File: src/isw_cfg.svh
// Functional notes
// - output low when sense inductance below reference, high when sense exceeds reference
// - switch on below ratio 99.6 percent, switch off above 100.4 percent
// - adjust code zero is basic mode: no offset, switch at equal inductance
// - adjust mode subtracts an offset inductance from reference before comparing
// - codes 1 to 15; offset linear in code, distance follows 1 - code/16
// - conversion spans a fixed sensor cycle count; output updated at its end
// - after power-up the output stays high until the sensor test completes
// - output stays high during the power-up test even with enable low
// - a sensor fault (open or damaged coil) holds the output high
// - enable low enters shutdown, stops conversions, output held high
// - enable high enters active mode and resumes measuring both coils
// - shutdown to active takes 450 us; active to shutdown under 1 us
// - output delay about 580 us, two 290 us conversions at 15 MHz
`ifndef ISW_CFG_SVH
`define ISW_CFG_SVH

`define ISW_CLK_PERIOD_PS 25000
`define ISW_WAKE_TIME_US 450
`define ISW_START_TIME_US 450
`define ISW_SHUTDOWN_TIME_US 1
`define ISW_WAKE_CYCLES ((`ISW_WAKE_TIME_US * 1000000 + `ISW_CLK_PERIOD_PS - 1) / `ISW_CLK_PERIOD_PS)
`define ISW_START_CYCLES ((`ISW_START_TIME_US * 1000000 + `ISW_CLK_PERIOD_PS - 1) / `ISW_CLK_PERIOD_PS)
// 1 / 231.0e-6 sensor cycles per conversion, rounded to a whole count
`define ISW_CONV_RATE_E7 2310
`define ISW_CONV_SENSOR_CYCLES ((10000000 + `ISW_CONV_RATE_E7 / 2) / `ISW_CONV_RATE_E7)
// hysteresis as sense*den against ref*num: 249/250 = 99.6 %, 251/250 = 100.4 %
`define ISW_HYST_DEN 250
`define ISW_HYST_ON_NUM 249
`define ISW_HYST_OFF_NUM 251
`define ISW_ADJ_STEPS 16
`define ISW_TICK_TIMEOUT_CYCLES 4000
`define ISW_DATA_WIDTH 16
`define ISW_ADJ_WIDTH 4

`endif

File: src/isw_pkg.sv
`default_nettype none
package isw_pkg;
    typedef enum logic [2:0] {
        ISW_TEST = 3'h0,
        ISW_SHUTDOWN = 3'h1,
        ISW_WAKE = 3'h3,
        ISW_CONVERT = 3'h2,
        ISW_FAULT = 3'h6
    } isw_state_t;
endpackage : isw_pkg
`default_nettype wire

File: src/isw_switch.sv
`include "isw_cfg.svh"
`default_nettype none
module isw_switch import isw_pkg::*; #(
    parameter int DATA_W = `ISW_DATA_WIDTH,
    parameter int START_CYCLES = `ISW_START_CYCLES,
    parameter int WAKE_CYCLES = `ISW_WAKE_CYCLES,
    parameter int CONV_SENSOR_CYCLES = `ISW_CONV_SENSOR_CYCLES,
    parameter int TICK_TIMEOUT = `ISW_TICK_TIMEOUT_CYCLES,
    parameter logic [DATA_W-1:0] OFFSET_STEP = 'h10
) (
    input wire logic clk_in,
    input wire logic reset_in,
    input wire logic enable_in,
    input wire logic sensor_tick_in,
    input wire logic [DATA_W-1:0] sense_coil_input_in,
    input wire logic [DATA_W-1:0] reference_coil_input_in,
    input wire logic [`ISW_ADJ_WIDTH-1:0] threshold_adjust_input_in,
    output logic switch_out,
    output logic active_out,
    output logic fault_out
);
    localparam int PW = DATA_W + 9;
    localparam int SCW = $clog2(CONV_SENSOR_CYCLES + 1);
    localparam int TW = $clog2(((START_CYCLES > WAKE_CYCLES) ? START_CYCLES : WAKE_CYCLES) + 1);
    localparam int WW = $clog2(TICK_TIMEOUT + 1);

    // two-stage synchronisers for every pin but reset_in; first stage is read only by the second
    logic en_s1, en_s2, tick_s1, tick_s2, tick_d;
    logic [DATA_W-1:0] sen_s1, sen_s2, ref_s1, ref_s2;
    logic [`ISW_ADJ_WIDTH-1:0] adj_s1, adj_s2;
    logic [DATA_W-1:0] sen_s3, ref_s3, sen_h, ref_h;
    logic [`ISW_ADJ_WIDTH-1:0] adj_s3, adj_h;

    always_ff @(posedge clk_in) begin
        en_s1 <= enable_in;
        en_s2 <= en_s1;
        tick_s1 <= sensor_tick_in;
        tick_s2 <= tick_s1;
        tick_d <= tick_s2;
        sen_s1 <= sense_coil_input_in;
        sen_s2 <= sen_s1;
        ref_s1 <= reference_coil_input_in;
        ref_s2 <= ref_s1;
        adj_s1 <= threshold_adjust_input_in;
        adj_s2 <= adj_s1;
    end

    wire tick_rise = tick_s2 & ~tick_d;

    // a word moving through the synchroniser can be caught half old and half new;
    // it is only taken once two successive synchronised samples agree
    wire sen_steady = (sen_s2 == sen_s3);
    wire ref_steady = (ref_s2 == ref_s3);
    wire adj_steady = (adj_s2 == adj_s3);

    // costs two clocks of latency, far below one conversion
    always_ff @(posedge clk_in) begin
        sen_s3 <= sen_s2;
        ref_s3 <= ref_s2;
        adj_s3 <= adj_s2;
        if (sen_steady) begin
            sen_h <= sen_s3;
        end
        if (ref_steady) begin
            ref_h <= ref_s3;
        end
        if (adj_steady) begin
            adj_h <= adj_s3;
        end
    end

    isw_state_t state, next_state;
    logic [TW-1:0] wait_cnt;
    logic [SCW-1:0] conv_cnt;
    logic [WW-1:0] wdog_cnt;

    // comparison path
    wire adj_mode = (adj_h != '0);
    wire [DATA_W+`ISW_ADJ_WIDTH-1:0] offset_full = adj_h * OFFSET_STEP;
    // the offset is clipped to the reference so the subtraction cannot wrap
    wire [DATA_W-1:0] offset = (offset_full > {{`ISW_ADJ_WIDTH{1'b0}}, ref_h}) ? ref_h :
                               offset_full[DATA_W-1:0];
    wire [DATA_W-1:0] ref_eff = adj_mode ? (ref_h - offset) : ref_h;
    wire [PW-1:0] sen_scaled = PW'(sen_h) * PW'(`ISW_HYST_DEN);
    wire [PW-1:0] ref_on = PW'(ref_eff) * PW'(`ISW_HYST_ON_NUM);
    wire [PW-1:0] ref_off = PW'(ref_eff) * PW'(`ISW_HYST_OFF_NUM);
    wire below_on = sen_scaled < ref_on;
    wire above_off = sen_scaled > ref_off;

    // open coil reads as zero, shorted or saturated coil as all ones; silent oscillator too
    wire word_bad = (sen_h == '0) || (ref_h == '0) || (&sen_h) || (&ref_h);
    wire osc_dead = (wdog_cnt == WW'(TICK_TIMEOUT));
    wire sensor_bad = word_bad | osc_dead;
    wire wait_done = (wait_cnt == '0);
    wire conv_done = tick_rise && (conv_cnt == SCW'(CONV_SENSOR_CYCLES - 1));

    always_comb begin
        next_state = state;
        case (state)
            ISW_TEST: begin
                // the test runs to completion whatever enable does
                if (wait_done) begin
                    if (sensor_bad) begin
                        next_state = ISW_FAULT;
                    end else if (en_s2) begin
                        next_state = ISW_CONVERT;
                    end else begin
                        next_state = ISW_SHUTDOWN;
                    end
                end
            end
            ISW_SHUTDOWN: begin
                if (en_s2) begin
                    next_state = ISW_WAKE;
                end
            end
            ISW_WAKE: begin
                if (!en_s2) begin
                    next_state = ISW_SHUTDOWN;
                end else if (wait_done) begin
                    next_state = sensor_bad ? ISW_FAULT : ISW_CONVERT;
                end
            end
            ISW_CONVERT: begin
                if (!en_s2) begin
                    next_state = ISW_SHUTDOWN;
                end else if (sensor_bad) begin
                    next_state = ISW_FAULT;
                end
            end
            ISW_FAULT: begin
                // a fault is left only through shutdown, which re-runs the wake check
                if (!en_s2) begin
                    next_state = ISW_SHUTDOWN;
                end
            end
            default: begin
                next_state = ISW_TEST;
            end
        endcase
    end

    wire entering_wake = (state != ISW_WAKE) && (next_state == ISW_WAKE);
    wire in_measure = (state == ISW_CONVERT);

    always_ff @(posedge clk_in) begin
        if (reset_in) begin
            state <= ISW_TEST;
            wait_cnt <= TW'(START_CYCLES - 1);
        end else begin
            state <= next_state;
            if (entering_wake) begin
                wait_cnt <= TW'(WAKE_CYCLES - 1);
            end else if (!wait_done) begin
                wait_cnt <= wait_cnt - 1'b1;
            end
        end
    end

    always_ff @(posedge clk_in) begin
        if (reset_in || !in_measure) begin
            conv_cnt <= '0;
        end else if (tick_rise) begin
            conv_cnt <= conv_done ? '0 : (conv_cnt + 1'b1);
        end
    end

    always_ff @(posedge clk_in) begin
        if (reset_in || state == ISW_SHUTDOWN || tick_rise) begin
            wdog_cnt <= '0;
        end else if (!osc_dead) begin
            wdog_cnt <= wdog_cnt + 1'b1;
        end
    end

    // the switch starts high and only a finished conversion can pull it low
    always_ff @(posedge clk_in) begin
        if (reset_in) begin
            switch_out <= 1'b1;
        end else if (!in_measure || sensor_bad) begin
            switch_out <= 1'b1;
        end else if (conv_done) begin
            if (below_on) begin
                switch_out <= 1'b0;
            end else if (above_off) begin
                switch_out <= 1'b1;
            end
            // inside the band the previous state stands
        end
    end

    always_ff @(posedge clk_in) begin
        if (reset_in) begin
            active_out <= 1'b0;
            fault_out <= 1'b0;
        end else begin
            active_out <= (next_state == ISW_CONVERT);
            fault_out <= (next_state == ISW_FAULT);
        end
    end
endmodule : isw_switch
`default_nettype wire

File: config.mk
export PLATFORM = sky130hd
export DESIGN_NAME = isw_switch
export DESIGN_NICKNAME = d
export VERILOG_FILES = /design/src/isw_pkg.sv /design/src/isw_switch.sv
export VERILOG_INCLUDE_DIRS = /design/src
export SDC_FILE = /design/constraint.sdc
export NUM_CORES = 1
export LEC_CHECK = 0
export BUFFER_PORTS_ARGS = -buffer_cell sky130_fd_sc_hd__buf_2
export CORE_MARGIN = 2
export CORE_UTILIZATION = 30
export DETAILED_ROUTE_END_ITERATION = 16
export GPL_TIMING_DRIVEN = 0
export HOLD_SLACK_MARGIN = 0.1
export PLACE_DENSITY = 0.44
export SLEW_MARGIN = 15
export SYNTH_ARGS = -nofsm -noshare
export SYNTH_HDL_FRONTEND = slang
export SYNTH_SLANG_ARGS = --single-unit
File: constraint.sdc
create_clock -name clk_in -period 26.8 [get_ports clk_in]
set_clock_uncertainty 0.2 [all_clocks]
set_input_delay 2.68 -clock clk_in [delete_from_list [all_inputs] [get_ports clk_in]]
set_output_delay 2.68 -clock clk_in [all_outputs]
set_load 0.1 [all_outputs]
== Word level (Yosys, flattened, before mapping) ==
Index checks and enable logic that the tools add are counted.
Cells by class
  add/subtract/negate cells: 4
  multiply operators: 3
  $lt $le $gt $ge: 3
  eq/ne operators: 13
  multiplexer cells: 16
  bitwise logic cells: 3
  reductions and logical operators: 21
Operators with widths (count)
  $mul 16x8->24 const B: 2
  $eq 16x16->1: 2
  $logic_not 16->1: 2
  $mux 16: 2
  $reduce_and 16->1: 2
  $mux 3: 9
  $gt 24x24->1: 1
  $lt 24x24->1: 1
  $mul 16x7->23 const B: 1
  $gt 8x16->1: 1
  $sub 16x16->16: 1
  $logic_not 15->1: 1
  $pmux 3 s5: 1
  $sub 15x1->15 const B: 1
  $add 13x1->13 const B: 1
  $eq 13x13->1 const B: 1
  $mux 13: 1
  $add 12x1->12 const B: 1
  $eq 12x12->1 const B: 1
  $eq 3x2->1 const B: 4
  $logic_or 1x1->1: 7
  $eq 3x3->1 const B: 2
  $eq 4x4->1: 1
  $reduce_bool 4->1: 1
  other kinds (13): 16
Storage, ports and cells
  register bits: 195
  output and inout port bits: 3
  logic and storage cells: 87

== Longest topological paths before layout ==
  depth in word-level cells: 12
  gate-level depth with buffers: 42
  gate-level depth less buffers: 41

== Least setup slack after synthesis ==
Ideal clock, no wire load.
  kind: register to register
  start: reg ref_h[2]
  end: reg switch_out
  setup time: 135 ps
  data arrival time: 9040 ps
  path slack: 17425 ps
  cell stages (with the launch flop): 38
  path buffers: 1
  period minus slack after synthesis: 9375 ps
  cells stage by stage: edfxtp_1 -> or3_1 -> or4_1 -> nand3_2 -> clkbuf_1 -> nor2_1 -> a21oi_1 -> ha_1 -> nand3_1 -> nand2_1 -> a41o_1 -> o41a_4 -> nor3_1 -> xor2_1 -> inv_1 -> fa_1 -> fa_1 -> inv_1 -> (+2 left out) -> fa_1 -> inv_1 -> ha_1 -> a21o_1 -> a41o_1 -> a221o_1 -> a21o_1 -> a21oi_1 -> xor2_1 -> ha_1 -> nand4_1 -> or3_1 -> nor3_1 -> nand2_1 -> nor2_1 -> a21oi_1 -> a2111oi_0 -> a31oi_1
Between the ends
  longest elaborated chain between the ends: 8
  elaborated cells on any way between the ends: 19
  classes of those cells: add/sub (1); mul (2); order compare (3); mux (3); bitwise (1); reduce/logical (9)
RTL lines
  start, declared: RTL line isw_switch.sv:31  | logic [DATA_W-1:0] sen_s3, ref_s3, sen_h, ref_h;
  start signal, assigned: RTL line isw_switch.sv:65  | ref_h <= ref_s3;
  $gt 8x16->1: RTL line isw_switch.sv:81  | wire [DATA_W-1:0] offset = (offset_full > {{`ISW_ADJ_WIDTH{1'b0}}, ref_h}) ? ref_h :
  $mux 16: RTL line isw_switch.sv:81
  $sub 16x16->16: RTL line isw_switch.sv:83  | wire [DATA_W-1:0] ref_eff = adj_mode ? (ref_h - offset) : ref_h;
  $mux 16: RTL line isw_switch.sv:83
  $mul 16x8->24, on equally long branches: RTL line isw_switch.sv:85, isw_switch.sv:86
  $lt 24x24->1 / $gt 24x24->1 (equally long branches): RTL line isw_switch.sv:87, isw_switch.sv:88
  $reduce_bool 2->1 (no line)
  $reduce_and 2->1 (no line)
  end signal, assigned: RTL line isw_switch.sv:179  | switch_out <= 1'b1;
  end signal, assigned: RTL line isw_switch.sv:181  | switch_out <= 1'b1;
  end signal, assigned: RTL line isw_switch.sv:184  | switch_out <= 1'b0;
  end, declared: RTL line isw_switch.sv:18  | output logic switch_out,
Parallel ways exist; a longest one is shown, timed or not.
A chain may end at the register's enable or synchronous reset.

== Worst setup path after layout ==
Same ends and word-level chain as after synthesis.

==> impl_metrics.tcl <==
set metrics [dict create \
    fin_crit_sh 0.402 \
    reg2reg_slack_ns 16.04 \
    rsz0062_at_grt "no" \
    setup_viol 0 \
    portBuffers 41 \
    cts_buffers 17 \
    drt-total-wl_mm 29.4 \
    p_leak_nw 7.31 \
    hold_buffers 0 \
    antennaDiodeCount 0 \
    synth_ff_type "dfxtp_1" \
    drv_slew 0 \
    timing.fmax_ghz 0.0929 \
    num_rows 81 \
    start_util 0.301 \
    min_path_cells 0 \
    status "complete, no violations" \
    fin_setup_tns_ns 0 \
    coreArea_mm2 0.0486 \
    end_kind "register" \
    p_int_mw 0.516 \
    nets 1885 \
    htreeDepth 4 \
    die_h_um 225 \
    dpl.hpwl_mm 24.8 \
    syn_area_mm2 0.0147 \
    grt_max_degree 22 \
    crit_arrival_ns 10.88 \
    post_drt_wl_per_cell_um 13.8 \
    worstMarginPinSlew_ns 1.17 \
    synthArstFlopShare 0 \
    cpMaxStageDelayCell "xnor2_1" \
    firstDrtPassIters 4 \
    die_area_mm2 0.0507 \
    hold_slack_ns 0.126 \
    hold_class "register to register" \
    viasPerCell 4.56 \
    drc 0 \
    slew_headroom 0.211 \
    synth_commonest_cells "inv_1 (227), ha_1 (202), dfxtp_1 (159)" \
    grt_pass1_wl_mm 50.2 \
    ff2ff_path_depth 35 \
    postCtsSetupBuffers 0 \
    cts_buffer_depth 2 \
    power_frac_seq 0.423 \
    vias 9745 \
    synth_edf_count 36 \
    routabilityCongestion 0.797 \
    syn_avg_cell_area_um2 10.2 \
    drt_iter0_markers 450 \
    path_clk_slew_ns 0.07 \
    die_x_um 225 \
    synth_fp_nets 1819 \
    cts_resized 0 \
    ir_drop_uv 40.1 \
    yosysTopAreaCellShare 0.217 \
    drv_cap 0 \
    clock_power_share 0.356 \
    power_frac_comb 0.221 \
    syn_to_final_growth_pct 11.4 \
    ys_seq_elements 195 \
    grt_pass1_vias 9797 \
    cp_max_fo 10 \
    clkSinkCount 195 \
    r2r-end "switch_out$_SDFFE_PP1P_" \
    synth.most_common_cell "inv_1" \
    grt_overflow 0 \
    reg2reg_from "ref_h[2]$_DFFE_PN_" \
    crit_type "register to register" \
    slowest_delay_ns 0.65 \
    tritoncts "done" \
    insertion_delay_ns 0.45 \
    clock_tree.root_cell "clkbuf_16" \
    synth_cell_types 67 \
    holdPathEnd "sen_s2[12]$_DFF_P_" \
    cellPowerDensity_mw_per_mm2 45.3 \
    netlist_instances 1434 \
    detail-route-antenna-nets 0 \
    ys_warn_count 0 \
    track_usage 0.125 \
    period_needed_ns 10.76 \
    drive_above_1_share 0.0654 \
    io_pins 43 \
    synth_top_area_cell "dfxtp_1" \
    required_ns 26.92 \
    hold_viol 0 \
    power.switching_mw 0.225 \
    antenna_found_initial 0 \
    synth.yosys.seq_area_share 0.291 \
    startpoint_type "register" \
    synth.area.top_cells "dfxtp_1 (22%), fa_1 (20%), ha_1 (17%)" \
    switching_share 0.303 \
    hp-start "sen_s1[12]$_DFF_P_" \
]
-- power groups by stage --
stage                     clock network [mW]  registers (mW)  logic [mW]
after global placement                     0           0.320       0.164
after global routing                   0.287           0.315       0.189
after CTS                              0.276           0.313       0.166
final                                  0.264           0.313       0.164
after floorplan                            0           0.319       0.125
after detailed placement                   0           0.320       0.164
-- state kept, by name, summed over array words and instances (netlist names), 3 cells and up --
| register | flops |
|---|---|
| wdog_cnt | 12 |
| ref_s1 | 16 |
| adj_s1 | 4 |
| sen_h | 16 |
| state | 3 |
| ref_s2 | 16 |
| conv_cnt | 13 |
| sen_s1 | 16 |
| adj_h | 4 |
| ref_h | 16 |
| adj_s2 | 4 |
| sen_s3 | 16 |
| sen_s2 | 16 |
| ref_s3 | 16 |
| adj_s3 | 4 |
| wait_cnt | 15 |
-- cell families (layout without fill, tap and decap cells) --
group | count (synthesis) | in the layout | synth area share
buffers and inverters | 238 | 317 | 0.0610
AOI/OAI and AO/OA | 200 | 200 | 0.0872
adders and majority gates | 345 | 345 | 0.368
other | 1 | 1 | 0.000256
muxes | 2 | 2 | 0.00145
xor gates and xnor gates | 140 | 140 | 0.0849
and+or+nand+nor | 313 | 313 | 0.107
DFF | 195 | 195 | 0.291
-- critical path, delay by kind of cell (launching register included) --
| kind | cells | cell delay, ns |
|---|---|---|
| fa+ha+maj | 7 | 3.22 |
| simple gates | 12 | 2.90 |
| compound gates | 9 | 2.18 |
| xor+xnor | 2 | 0.84 |
| buf+inv | 5 | 0.83 |
| flops | 1 | 0.45 |
-- layer usage --
| layer | up-vias | part of all wire | wire length, µm | GRT usage |
|---|---|---|---|---|
| li1 | 4941 | - | - | - |
| met1 | 4717 | 0.51 | 14900 | 0.177 |
| met3 | 17 | 0.017 | 503 | 0.0180 |
| met2 | 70 | 0.46 | 13700 | 0.200 |
| met5 | - | 0 | 0 | 0 |
| met4 | 0 | 0.011 | 336 | 0.0299 |
-- area by class of cell --
type	count	area (µm²)
multi-input combinational	1001	9530
tap	622	778
fill	4994	32300
clock inverter	15	205
timing repair buffer	47	238
sequential	195	4260
buffer	10	38.8
clock buffer	17	425
inverter	228	856
-- how the worst max path moves through the flow --
stage / from / to / slack (ns) / depth (start not counted)
5_1_grt: ref_h[7]$_DFFE_PN_ / switch_out$_SDFFE_PP1P_ / 15.28 / 37
3_3_place_gp: ref_h[2]$_DFFE_PN_ / switch_out$_SDFFE_PP1P_ / 16.01 / 35
6_report: ref_h[2]$_DFFE_PN_ / switch_out$_SDFFE_PP1P_ / 16.04 / 35
2_1_floorplan: ref_h[2]$_DFFE_PN_ / switch_out$_SDFFE_PP1P_ / 17.43 / 37
3_5_place_dp: ref_h[2]$_DFFE_PN_ / switch_out$_SDFFE_PP1P_ / 16.09 / 35
4_1_cts: ref_h[2]$_DFFE_PN_ / switch_out$_SDFFE_PP1P_ / 16.05 / 35
-- per-stage QoR --
stage	util	instance area (µm²)	std cells	worst slack (ns)	power (mW)
after floorplan	-	14700	1434	17.43	0.443
after global placement	0.322	15700	2097	16.01	0.484
after detailed placement	0.323	15700	2103	16.09	0.485
after CTS	0.336	16300	2135	16.05	0.755
after global routing	0.336	16300	2135	15.28	0.791
final	0.336	16300	2135	16.04	0.740
-- cell usage in the layout, fill, tap and decap left out, types with 17 or more instances in the layout --
cell / n
nor2_1: 92
nor3_1: 22
nand2_1: 57
fa_1: 143
o21ai_0: 41
ha_1: 202
edfxtp_1: 36
xnor2_1: 85
a21oi_1: 69
nand3_1: 35
nand4_1: 30
buf_2: 47
dfxtp_1: 159
clkbuf_16: 17
xor2_1: 53
a21o_1: 20
inv_1: 227
(Power assumes the default switching activity.)
